[src/inc/gpd_defs.vh]
// Register indices, field layouts, reset values and mode codes of the pin port block
`ifndef GPD_DEFS_VH
`define GPD_DEFS_VH

// ============================================================
// Register indices (byte address is four times the index)
`define GPD_IDX_B_DATA 12'h0c04
`define GPD_IDX_B_FUNC 12'h0c06
`define GPD_IDX_C_DATA 12'h0c08
`define GPD_IDX_C_FUNC 12'h0c0a
`define GPD_IDX_D_DATA 12'h0c0c
`define GPD_IDX_D_FUNC 12'h0c0e

// ============================================================
// Bus layout
`define GPD_ADDR_W 14
`define GPD_IDX_LSB 2
`define GPD_REG_W 16

// ============================================================
// Reset values
`define GPD_RST_B_DATA 16'h0000
`define GPD_RST_B_FUNC 16'h0000
`define GPD_RST_C_DATA 16'h0000
`define GPD_RST_C_FUNC 16'h0000
`define GPD_RST_D_DATA 16'h0000
`define GPD_RST_D_FUNC 16'h0000

// ============================================================
// Writable bit masks; all other bits read as zero
`define GPD_MSK_B_DATA 16'h00f0
`define GPD_MSK_B_FUNC 16'hff00
`define GPD_MSK_C_DATA 16'h00ff
`define GPD_MSK_C_FUNC 16'hffff
`define GPD_MSK_D_DATA 16'h000f
`define GPD_MSK_D_FUNC 16'h00ff

// ============================================================
// Field positions
`define GPD_B_DATA_LSB 4
`define GPD_B_FUNC_LSB 8
`define GPD_C_DATA_LSB 0
`define GPD_C_FUNC_LSB 0
`define GPD_D_DATA_LSB 0
`define GPD_D_FUNC_LSB 0

// ============================================================
// Mode field codes
`define GPD_MODE_IN 2'h0
`define GPD_MODE_ALT1 2'h1
`define GPD_MODE_OUT 2'h2
`define GPD_MODE_RSV 2'h3

// ============================================================
// Pins on which alternate function one exists
`define GPD_ALT_B 4'h8
`define GPD_ALT_C 8'h00
`define GPD_ALT_D 4'h8

`endif

[src/rtl/gpd_pin_slice.v]
// Per-port pin multiplexer: mode decode, registered pin drive and data read-back
`include "gpd_defs.vh"

module gpd_pin_slice #(
	parameter N = 4,
	parameter [N-1:0] ALT_MASK = {N{1'b0}}
) (
	// Clock and reset
	input wire clk_i,
	input wire reset_i,
	// Register contents
	input wire [2*N-1:0] mode_i,
	input wire [N-1:0] data_i,
	// Alternate on-chip function
	input wire [N-1:0] alt_out_i,
	input wire [N-1:0] alt_oe_i,
	output wire [N-1:0] alt_in_o,
	// Pins
	input wire [N-1:0] pin_i,
	output reg [N-1:0] pin_o,
	output reg [N-1:0] pin_oe_o,
	// Read-back
	output reg [N-1:0] rd_o
);

	// ============================================================
	// Mode decode helpers
	function is_out;
		input [1:0] m;
		begin
			is_out = (m == `GPD_MODE_OUT);
		end
	endfunction

	function is_alt;
		input [1:0] m;
		input avail;
		begin
			is_alt = (m == `GPD_MODE_ALT1) && avail;
		end
	endfunction

	integer k;
	reg [N-1:0] drv_d;
	reg [N-1:0] oe_d;

	// The function always sees the pin level, whatever the mode
	assign alt_in_o = pin_i;

	// Next pin drive and read-back per pin
	always @*
	begin
		drv_d = {N{1'b0}};
		oe_d = {N{1'b0}};
		rd_o = {N{1'b0}};
		for (k = 0; k < N; k = k + 1)
		begin
			if (is_out(mode_i[2*k +: 2]))
			begin
				drv_d[k] = data_i[k];
				oe_d[k] = 1'b1;
				rd_o[k] = data_i[k];
			end
			else if (is_alt(mode_i[2*k +: 2], ALT_MASK[k]))
			begin
				drv_d[k] = alt_out_i[k];
				oe_d[k] = alt_oe_i[k];
				rd_o[k] = data_i[k];
			end
			else
			begin
				// Input, reserved codes, and alt on pins without one: no drive
				rd_o[k] = pin_i[k];
			end
		end
	end

	// Registered drive keeps pin outputs glitch free across mode writes
	always @(posedge clk_i)
	begin
		if (reset_i)
		begin
			pin_o <= {N{1'b0}};
			pin_oe_o <= {N{1'b0}};
		end
		else
		begin
			pin_o <= drv_d;
			pin_oe_o <= oe_d;
		end
	end

endmodule // gpd_pin_slice

[src/rtl/gpd_ports.v]
// Pin port block for ports B, C and D behind an Avalon-MM register slave
//
// Operation
// Port B modes in upper byte
// Port B codes: in, alt1, out, reserved
// Software avoids alt1 on B6..B4
// Port B function low byte zero
// Port C data at 0C08h, resets zero
// Port C input reads pin level
// Port C output reads stored bit
// Port C stored bit drives output pin
// Port C function at 0C0Ah, 2n+1:2n
// Port C codes: in, out, rest reserved
// Port D data at 0C0Ch, resets zero
// Port D input reads pin level
// Port D output reads stored bit
// Port D stored bit drives output pin
// Port D function at 0C0Eh, low byte
// Port D codes: in, alt1, out, reserved
// Software avoids alt1 on D2..D0
// Alt mode hands pin to function
// Input-mode write stores without driving
//
// The Avalon-MM register port was left to the implementer.
`include "gpd_defs.vh"

module gpd_ports (
	// Clock and reset
	input wire clk_i,
	input wire reset_i,
	// Avalon-MM slave
	input wire [`GPD_ADDR_W-1:0] avs_address_i,
	input wire avs_read_i,
	input wire avs_write_i,
	input wire [31:0] avs_writedata_i,
	input wire [3:0] avs_byteenable_i,
	output reg [31:0] avs_readdata_o,
	output wire avs_waitrequest_o,
	// Port B pins 7..4
	input wire [3:0] port_b_pins_i,
	output wire [3:0] port_b_pins_o,
	output wire [3:0] port_b_pins_oe_o,
	// Port B alternate function
	input wire [3:0] port_b_alt_out_i,
	input wire [3:0] port_b_alt_oe_i,
	output wire [3:0] port_b_alt_in_o,
	// Port C pins 7..0
	input wire [7:0] port_c_pins_i,
	output wire [7:0] port_c_pins_o,
	output wire [7:0] port_c_pins_oe_o,
	// Port D pins 3..0
	input wire [3:0] port_d_pins_i,
	output wire [3:0] port_d_pins_o,
	output wire [3:0] port_d_pins_oe_o,
	// Port D alternate function
	input wire [3:0] port_d_alt_out_i,
	input wire [3:0] port_d_alt_oe_i,
	output wire [3:0] port_d_alt_in_o
);

	// ============================================================
	// Helpers

	// Byte-lane merge of a 16-bit register, limited to its writable bits
	function [15:0] merge16;
		input [15:0] old;
		input [15:0] wdat;
		input [1:0] be;
		input [15:0] msk;
		reg [15:0] lane;
		begin
			lane = {{8{be[1]}}, {8{be[0]}}} & msk;
			merge16 = (old & ~lane) | (wdat & lane);
		end
	endfunction

	// Index match on the word address
	function hit;
		input [11:0] idx;
		input [11:0] want;
		begin
			hit = (idx == want);
		end
	endfunction

	// ============================================================
	// Bus handshake

	wire [11:0] idx;
	wire req;
	reg ack_q;
	wire wr_go;
	wire rd_go;

	assign idx = avs_address_i[`GPD_ADDR_W-1:`GPD_IDX_LSB];
	assign req = avs_read_i | avs_write_i;

	// One wait cycle on every access gives read data time to settle
	always @(posedge clk_i)
	begin
		if (reset_i)
			ack_q <= 1'b0;
		else
			ack_q <= req & ~ack_q;
	end

	assign avs_waitrequest_o = req & ~ack_q;
	// Writes land only on the edge where waitrequest is low
	assign wr_go = avs_write_i & ack_q;
	// Read data is captured one edge before it is presented
	assign rd_go = avs_read_i & ~ack_q;

	// ============================================================
	// Registers

	reg [15:0] b_data_q;
	reg [15:0] b_func_q;
	reg [15:0] c_data_q;
	reg [15:0] c_func_q;
	reg [15:0] d_data_q;
	reg [15:0] d_func_q;
	wire [15:0] wdat;
	wire [1:0] be;

	assign wdat = avs_writedata_i[15:0];
	assign be = avs_byteenable_i[1:0];

	// Port B data; needed so port B output mode has a level to drive
	always @(posedge clk_i)
	begin
		if (reset_i)
			b_data_q <= `GPD_RST_B_DATA;
		else if (wr_go && hit(idx, `GPD_IDX_B_DATA))
			b_data_q <= merge16(b_data_q, wdat, be, `GPD_MSK_B_DATA);
	end

	// Port B function: modes in upper byte, low byte held at zero
	always @(posedge clk_i)
	begin
		if (reset_i)
			b_func_q <= `GPD_RST_B_FUNC;
		else if (wr_go && hit(idx, `GPD_IDX_B_FUNC))
			b_func_q <= merge16(b_func_q, wdat, be, `GPD_MSK_B_FUNC);
	end

	// Port C data; stored even while the pin is an input
	always @(posedge clk_i)
	begin
		if (reset_i)
			c_data_q <= `GPD_RST_C_DATA;
		else if (wr_go && hit(idx, `GPD_IDX_C_DATA))
			c_data_q <= merge16(c_data_q, wdat, be, `GPD_MSK_C_DATA);
	end

	// Port C function fills all sixteen bits
	always @(posedge clk_i)
	begin
		if (reset_i)
			c_func_q <= `GPD_RST_C_FUNC;
		else if (wr_go && hit(idx, `GPD_IDX_C_FUNC))
			c_func_q <= merge16(c_func_q, wdat, be, `GPD_MSK_C_FUNC);
	end

	// Port D data, low nibble only
	always @(posedge clk_i)
	begin
		if (reset_i)
			d_data_q <= `GPD_RST_D_DATA;
		else if (wr_go && hit(idx, `GPD_IDX_D_DATA))
			d_data_q <= merge16(d_data_q, wdat, be, `GPD_MSK_D_DATA);
	end

	// Port D function, low byte only
	always @(posedge clk_i)
	begin
		if (reset_i)
			d_func_q <= `GPD_RST_D_FUNC;
		else if (wr_go && hit(idx, `GPD_IDX_D_FUNC))
			d_func_q <= merge16(d_func_q, wdat, be, `GPD_MSK_D_FUNC);
	end

	// ============================================================
	// Pin slices

	wire [3:0] b_rd;
	wire [7:0] c_rd;
	wire [3:0] d_rd;

	// Port B: alt one only on pin 7; code 01 on pins 6..4 acts as input
	gpd_pin_slice #(
		.N(4),
		.ALT_MASK(`GPD_ALT_B)
	) u_port_b (
		.clk_i(clk_i),
		.reset_i(reset_i),
		.mode_i(b_func_q[`GPD_B_FUNC_LSB +: 8]),
		.data_i(b_data_q[`GPD_B_DATA_LSB +: 4]),
		.alt_out_i(port_b_alt_out_i),
		.alt_oe_i(port_b_alt_oe_i),
		.alt_in_o(port_b_alt_in_o),
		.pin_i(port_b_pins_i),
		.pin_o(port_b_pins_o),
		.pin_oe_o(port_b_pins_oe_o),
		.rd_o(b_rd)
	);

	// Port C: no alternate function, reserved codes leave pin undriven
	gpd_pin_slice #(
		.N(8),
		.ALT_MASK(`GPD_ALT_C)
	) u_port_c (
		.clk_i(clk_i),
		.reset_i(reset_i),
		.mode_i(c_func_q[`GPD_C_FUNC_LSB +: 16]),
		.data_i(c_data_q[`GPD_C_DATA_LSB +: 8]),
		.alt_out_i(8'h00),
		.alt_oe_i(8'h00),
		.alt_in_o(),
		.pin_i(port_c_pins_i),
		.pin_o(port_c_pins_o),
		.pin_oe_o(port_c_pins_oe_o),
		.rd_o(c_rd)
	);

	// Port D: alt one only on pin 3
	gpd_pin_slice #(
		.N(4),
		.ALT_MASK(`GPD_ALT_D)
	) u_port_d (
		.clk_i(clk_i),
		.reset_i(reset_i),
		.mode_i(d_func_q[`GPD_D_FUNC_LSB +: 8]),
		.data_i(d_data_q[`GPD_D_DATA_LSB +: 4]),
		.alt_out_i(port_d_alt_out_i),
		.alt_oe_i(port_d_alt_oe_i),
		.alt_in_o(port_d_alt_in_o),
		.pin_i(port_d_pins_i),
		.pin_o(port_d_pins_o),
		.pin_oe_o(port_d_pins_oe_o),
		.rd_o(d_rd)
	);

	// ============================================================
	// Read path

	reg [15:0] rd_mux;

	// Data registers return pin or stored bit per mode; unmapped reads zero
	always @*
	begin
		case (idx)
			`GPD_IDX_B_DATA: rd_mux = {8'h00, b_rd, 4'h0};
			`GPD_IDX_B_FUNC: rd_mux = b_func_q & `GPD_MSK_B_FUNC;
			`GPD_IDX_C_DATA: rd_mux = {8'h00, c_rd};
			`GPD_IDX_C_FUNC: rd_mux = c_func_q;
			`GPD_IDX_D_DATA: rd_mux = {12'h000, d_rd};
			`GPD_IDX_D_FUNC: rd_mux = d_func_q & `GPD_MSK_D_FUNC;
			default: rd_mux = 16'h0000;
		endcase
	end

	// Read data held until the next read is captured
	always @(posedge clk_i)
	begin
		if (reset_i)
			avs_readdata_o <= 32'h0000_0000;
		else if (rd_go)
			avs_readdata_o <= {16'h0000, rd_mux};
	end

endmodule // gpd_ports

[config.mk]
export PLATFORM = sky130hd
export DESIGN_NAME = gpd_ports
export DESIGN_NICKNAME = d
export VERILOG_FILES = /design/src/rtl/gpd_pin_slice.v /design/src/rtl/gpd_ports.v
export VERILOG_INCLUDE_DIRS = /design/src /design/src/inc
export SDC_FILE = /design/constraint.sdc
export NUM_CORES = 1
export LEC_CHECK = 0
export BUFFER_PORTS_ARGS = -buffer_cell sky130_fd_sc_hd__buf_2
export CORE_UTILIZATION = 54
export DETAILED_ROUTE_END_ITERATION = 10
export GPL_TIMING_DRIVEN = 0
export PLACE_DENSITY = 0.95
export SYNTH_ARGS = -nofsm -noshare
export SYNTH_HDL_FRONTEND = slang
export SYNTH_HIERARCHICAL = 1
export SYNTH_SLANG_ARGS = --single-unit
[constraint.sdc]
create_clock -name clk_i -period 4.9 [get_ports clk_i]
set_input_delay 0.98 -clock clk_i [delete_from_list [all_inputs] [get_ports clk_i]]
set_output_delay 0.98 -clock clk_i [all_outputs]
set_load 0.05 [all_outputs]
==> metrics.yaml <==
status:
  outcome: "finished, final reports clean"
synthesis:
  syn_avg_cell_area_um2: 10.4
  syn-instance-count: 433
  ys.warnings.count: 6
  mappedNetlistArea_um2: 4510
critical_path:
  r2r-end: "avs_readdata_o[9]"
  rr_startpoint: "ack_q"
  worst_path_largest_cell_delay_ns: 0.76
  worst_r2r_path_depth: 5
  cp_cell_sequence: "buf_2 > nor4_1 > nand2_1 > nor4_4 > mux2i_1"
  worst_ep_required_time_ns: 5.19
  arrival_ns: 3.00
  worst-path-max-fanout: 8
  crit_buf_inv: 1
  timing.setup.critical_path_class: "primary input to register"
  slowest_stage: "sky130_fd_sc_hd__nor4_4"
  cp-startpoint: "avs_address_i[7]"
  r2r_setup_slack_ns: 3.05
  path_depth: 5
  critical_path.startpoint_type: "primary input"
  worst_path_dominant_cell_family: "simple AND/OR/NAND/NOR gates"
  end_kind: "register"
floorplanning:
  fp.dieArea_um2: 8730
  floorplan.rows: 32
  fp.dieH_um: 93.4
  top_level_ports: 159
  core_um2: 7890
  floorplan.initialDensity_pct: 57.2
  die_w_um: 93.4
clock_tree:
  cts_inserted_buffers: 9
  max-clock-path-buffers: 2
  post_cts.repair.setup_buffers: 0
  clk_sinks: 97
  cts_tree: "yes"
  worst_path_clk_slew_ns: 0.09
  cts_root_buf: "sky130_fd_sc_hd__clkbuf_8"
  clk_latency_ns: 0.38
  h-tree-depth: 3
  cts.hold.buffers_added: 0
  post_cts.resized_instances: 0
drt:
  wl_met2_mm: 5.84
  final_antenna_net_count: 0
  route.top_layer_used: "met4"
  met1Wirelength_mm: 4.65
  drtIter0Drc: 254
  finalWirelength_mm: 12.0
  route.detailed.wl_per_inst_um: 17.7
  detail_route.vias_per_cell: 5.64
  met3WireLength_mm: 1.02
  detailedRoute.firstPassIterationCount: 5
  vias_post_dr: 3805
  remaining_drc_errors: 0
placement:
  io_buffer_count: 109
  place_hpwl_mm: 8.51
  globalplace.congestion: 0.979
  pre_cts_slack_ns: 1.89
  dpl_cell_area_um2: 5240
final_layout:
  final_core_util_pct: 69.1
  final_design_area_no_fill_um2: 5450
  layout.nets: 654
  synthToLayoutAreaGrowth_pct: 20.7
  filler_cell_count: 582
  area_taken_by_multi_input_logic_gates_um2: 2300
  register_area_um2: 1940
  antennaDiodeCount: 0
  drive_gt1_share_pct: 35.3
power_and_ir_drop:
  sw_frac_of_total_pct: 25.7
  total_leakage_power_nw: 2.46
  power_dens_cells_nw_per_um2: 275
  intPower_w: 0.00111
  pwr-share-comb_pct: 10.8
  peakVddDrop_mv: 0.148
  power.net_switching_w: 0.000386
  seq_power_share_pct: 52.6
  clkPwrFrac_pct: 36.6
timing:
  clock.fmax_mhz: 369
  fin_crit_ns: 2.71
  setup-tns-final_ns: 0
  setup-violations-final: 0
  final_count_of_pins_violating_max_slew: 0
  worstMarginPinSlew_ns: 0.823
  post-route-worst-setup-slack_ns: 2.19
  setup_repair_after_global_routing_missed_its_margin: "no"
  hold_violations: 0
  post-route-period-util_pct: 55.3
  slew-limit-headroom_pct: 44.8
  skew_ns: 0.0120
global_route:
  grt_start_max_net_pins: 18
  number_of_antenna_violations_at_the_first_check_in_global_routing: 0
  first_global_vias: 3760
  overflow: 0
  grt_first_pass_wirelength_mm: 18.5
  track_usage_pct: 27.9
hold_path:
  timing.hold.worst.class: "register to register"
flow_run:
  cap_violations: 0
==> power groups by stage <==
stage | Sequential (W) | Combinational (W) | Clock, W
4_1_cts | 0.000789 | 0.000160 | 0.000545
2_1_floorplan | 0.000807 | 0.000110 | 0
6_report | 0.000789 | 0.000163 | 0.000549
3_5_place_dp | 0.000808 | 0.000158 | 0
5_1_grt | 0.000789 | 0.000170 | 0.000576
3_3_place_gp | 0.000808 | 0.000156 | 0
==> final cells by class <==
type	count	area share [%]
buffer	44	5.72
clock buffer	12	2.85
clock inverter	4	0.941
inverter	5	0.344
multi-input combinational	302	42.2
sequential	97	35.6
tap	102	2.34
timing repair buffer	109	10.0
==> layout by cell type, fill, tap and decap left out, types with 5 or more instances in the layout <==
cell type,count
sky130_fd_sc_hd__nor3b_2,8
sky130_fd_sc_hd__a22oi_1,10
sky130_fd_sc_hd__nand2b_1,62
sky130_fd_sc_hd__nor3b_1,6
sky130_fd_sc_hd__nor2_1,7
sky130_fd_sc_hd__o21ai_1,8
sky130_fd_sc_hd__clkbuf_8,11
sky130_fd_sc_hd__mux2_2,18
sky130_fd_sc_hd__buf_4,24
sky130_fd_sc_hd__buf_2,113
sky130_fd_sc_hd__inv_1,5
sky130_fd_sc_hd__and2_1,15
sky130_fd_sc_hd__dfxtp_1,97
sky130_fd_sc_hd__nand3_1,5
sky130_fd_sc_hd__a21oi_1,8
sky130_fd_sc_hd__clkbuf_1,12
sky130_fd_sc_hd__mux2i_1,44
sky130_fd_sc_hd__nand3b_1,8
sky130_fd_sc_hd__o21ai_0,8
sky130_fd_sc_hd__nand2_1,18
sky130_fd_sc_hd__nor2b_1,16
sky130_fd_sc_hd__conb_1,16
==> routing by layer <==
| metal | vias to the layer above | global-route usage [%] |
|---|---|---|
| met1 | 1799 | 32.5 |
| met2 | 223 | 48.3 |
| met3 | 49 | 5.37 |
| li1 | 1734 | - |
| met4 | 0 | 14.9 |
| met5 | - | 0 |
==> through the flow <==
step                total power [W]  std cells  hold WS (ns)
floorplan                  0.000917        448         0.440
global placement           0.000963        659         0.434
detailed placement         0.000966        659         0.445
CTS                         0.00149        675         0.457
global route                0.00154        675         0.468
finish                      0.00150        675         0.456
==> tightest hold or removal path, cell delays in order (launching register included) <==
cell and delay, ns:
sky130_fd_sc_hd__dfxtp_1 0.32, sky130_fd_sc_hd__nand2_1 0.05, sky130_fd_sc_hd__o21ai_1 0.05
==> how the worst min path moves through the flow <==
stage / startpoint / endpoint / slack (ns) / cells after the start
floorplan: register / u_port_b/pin_o[0] / 0.44 / 1
global placement: avs_readdata_o[1] / avs_readdata_o[1] / 0.43 / 2
detailed placement: avs_readdata_o[15] / avs_readdata_o[15] / 0.45 / 2
CTS: avs_readdata_o[15] / avs_readdata_o[15] / 0.46 / 2
global route: avs_readdata_o[15] / avs_readdata_o[15] / 0.47 / 2
finish: avs_readdata_o[15] / avs_readdata_o[15] / 0.46 / 2
Note: power is estimated with default switching activity, not from simulation.
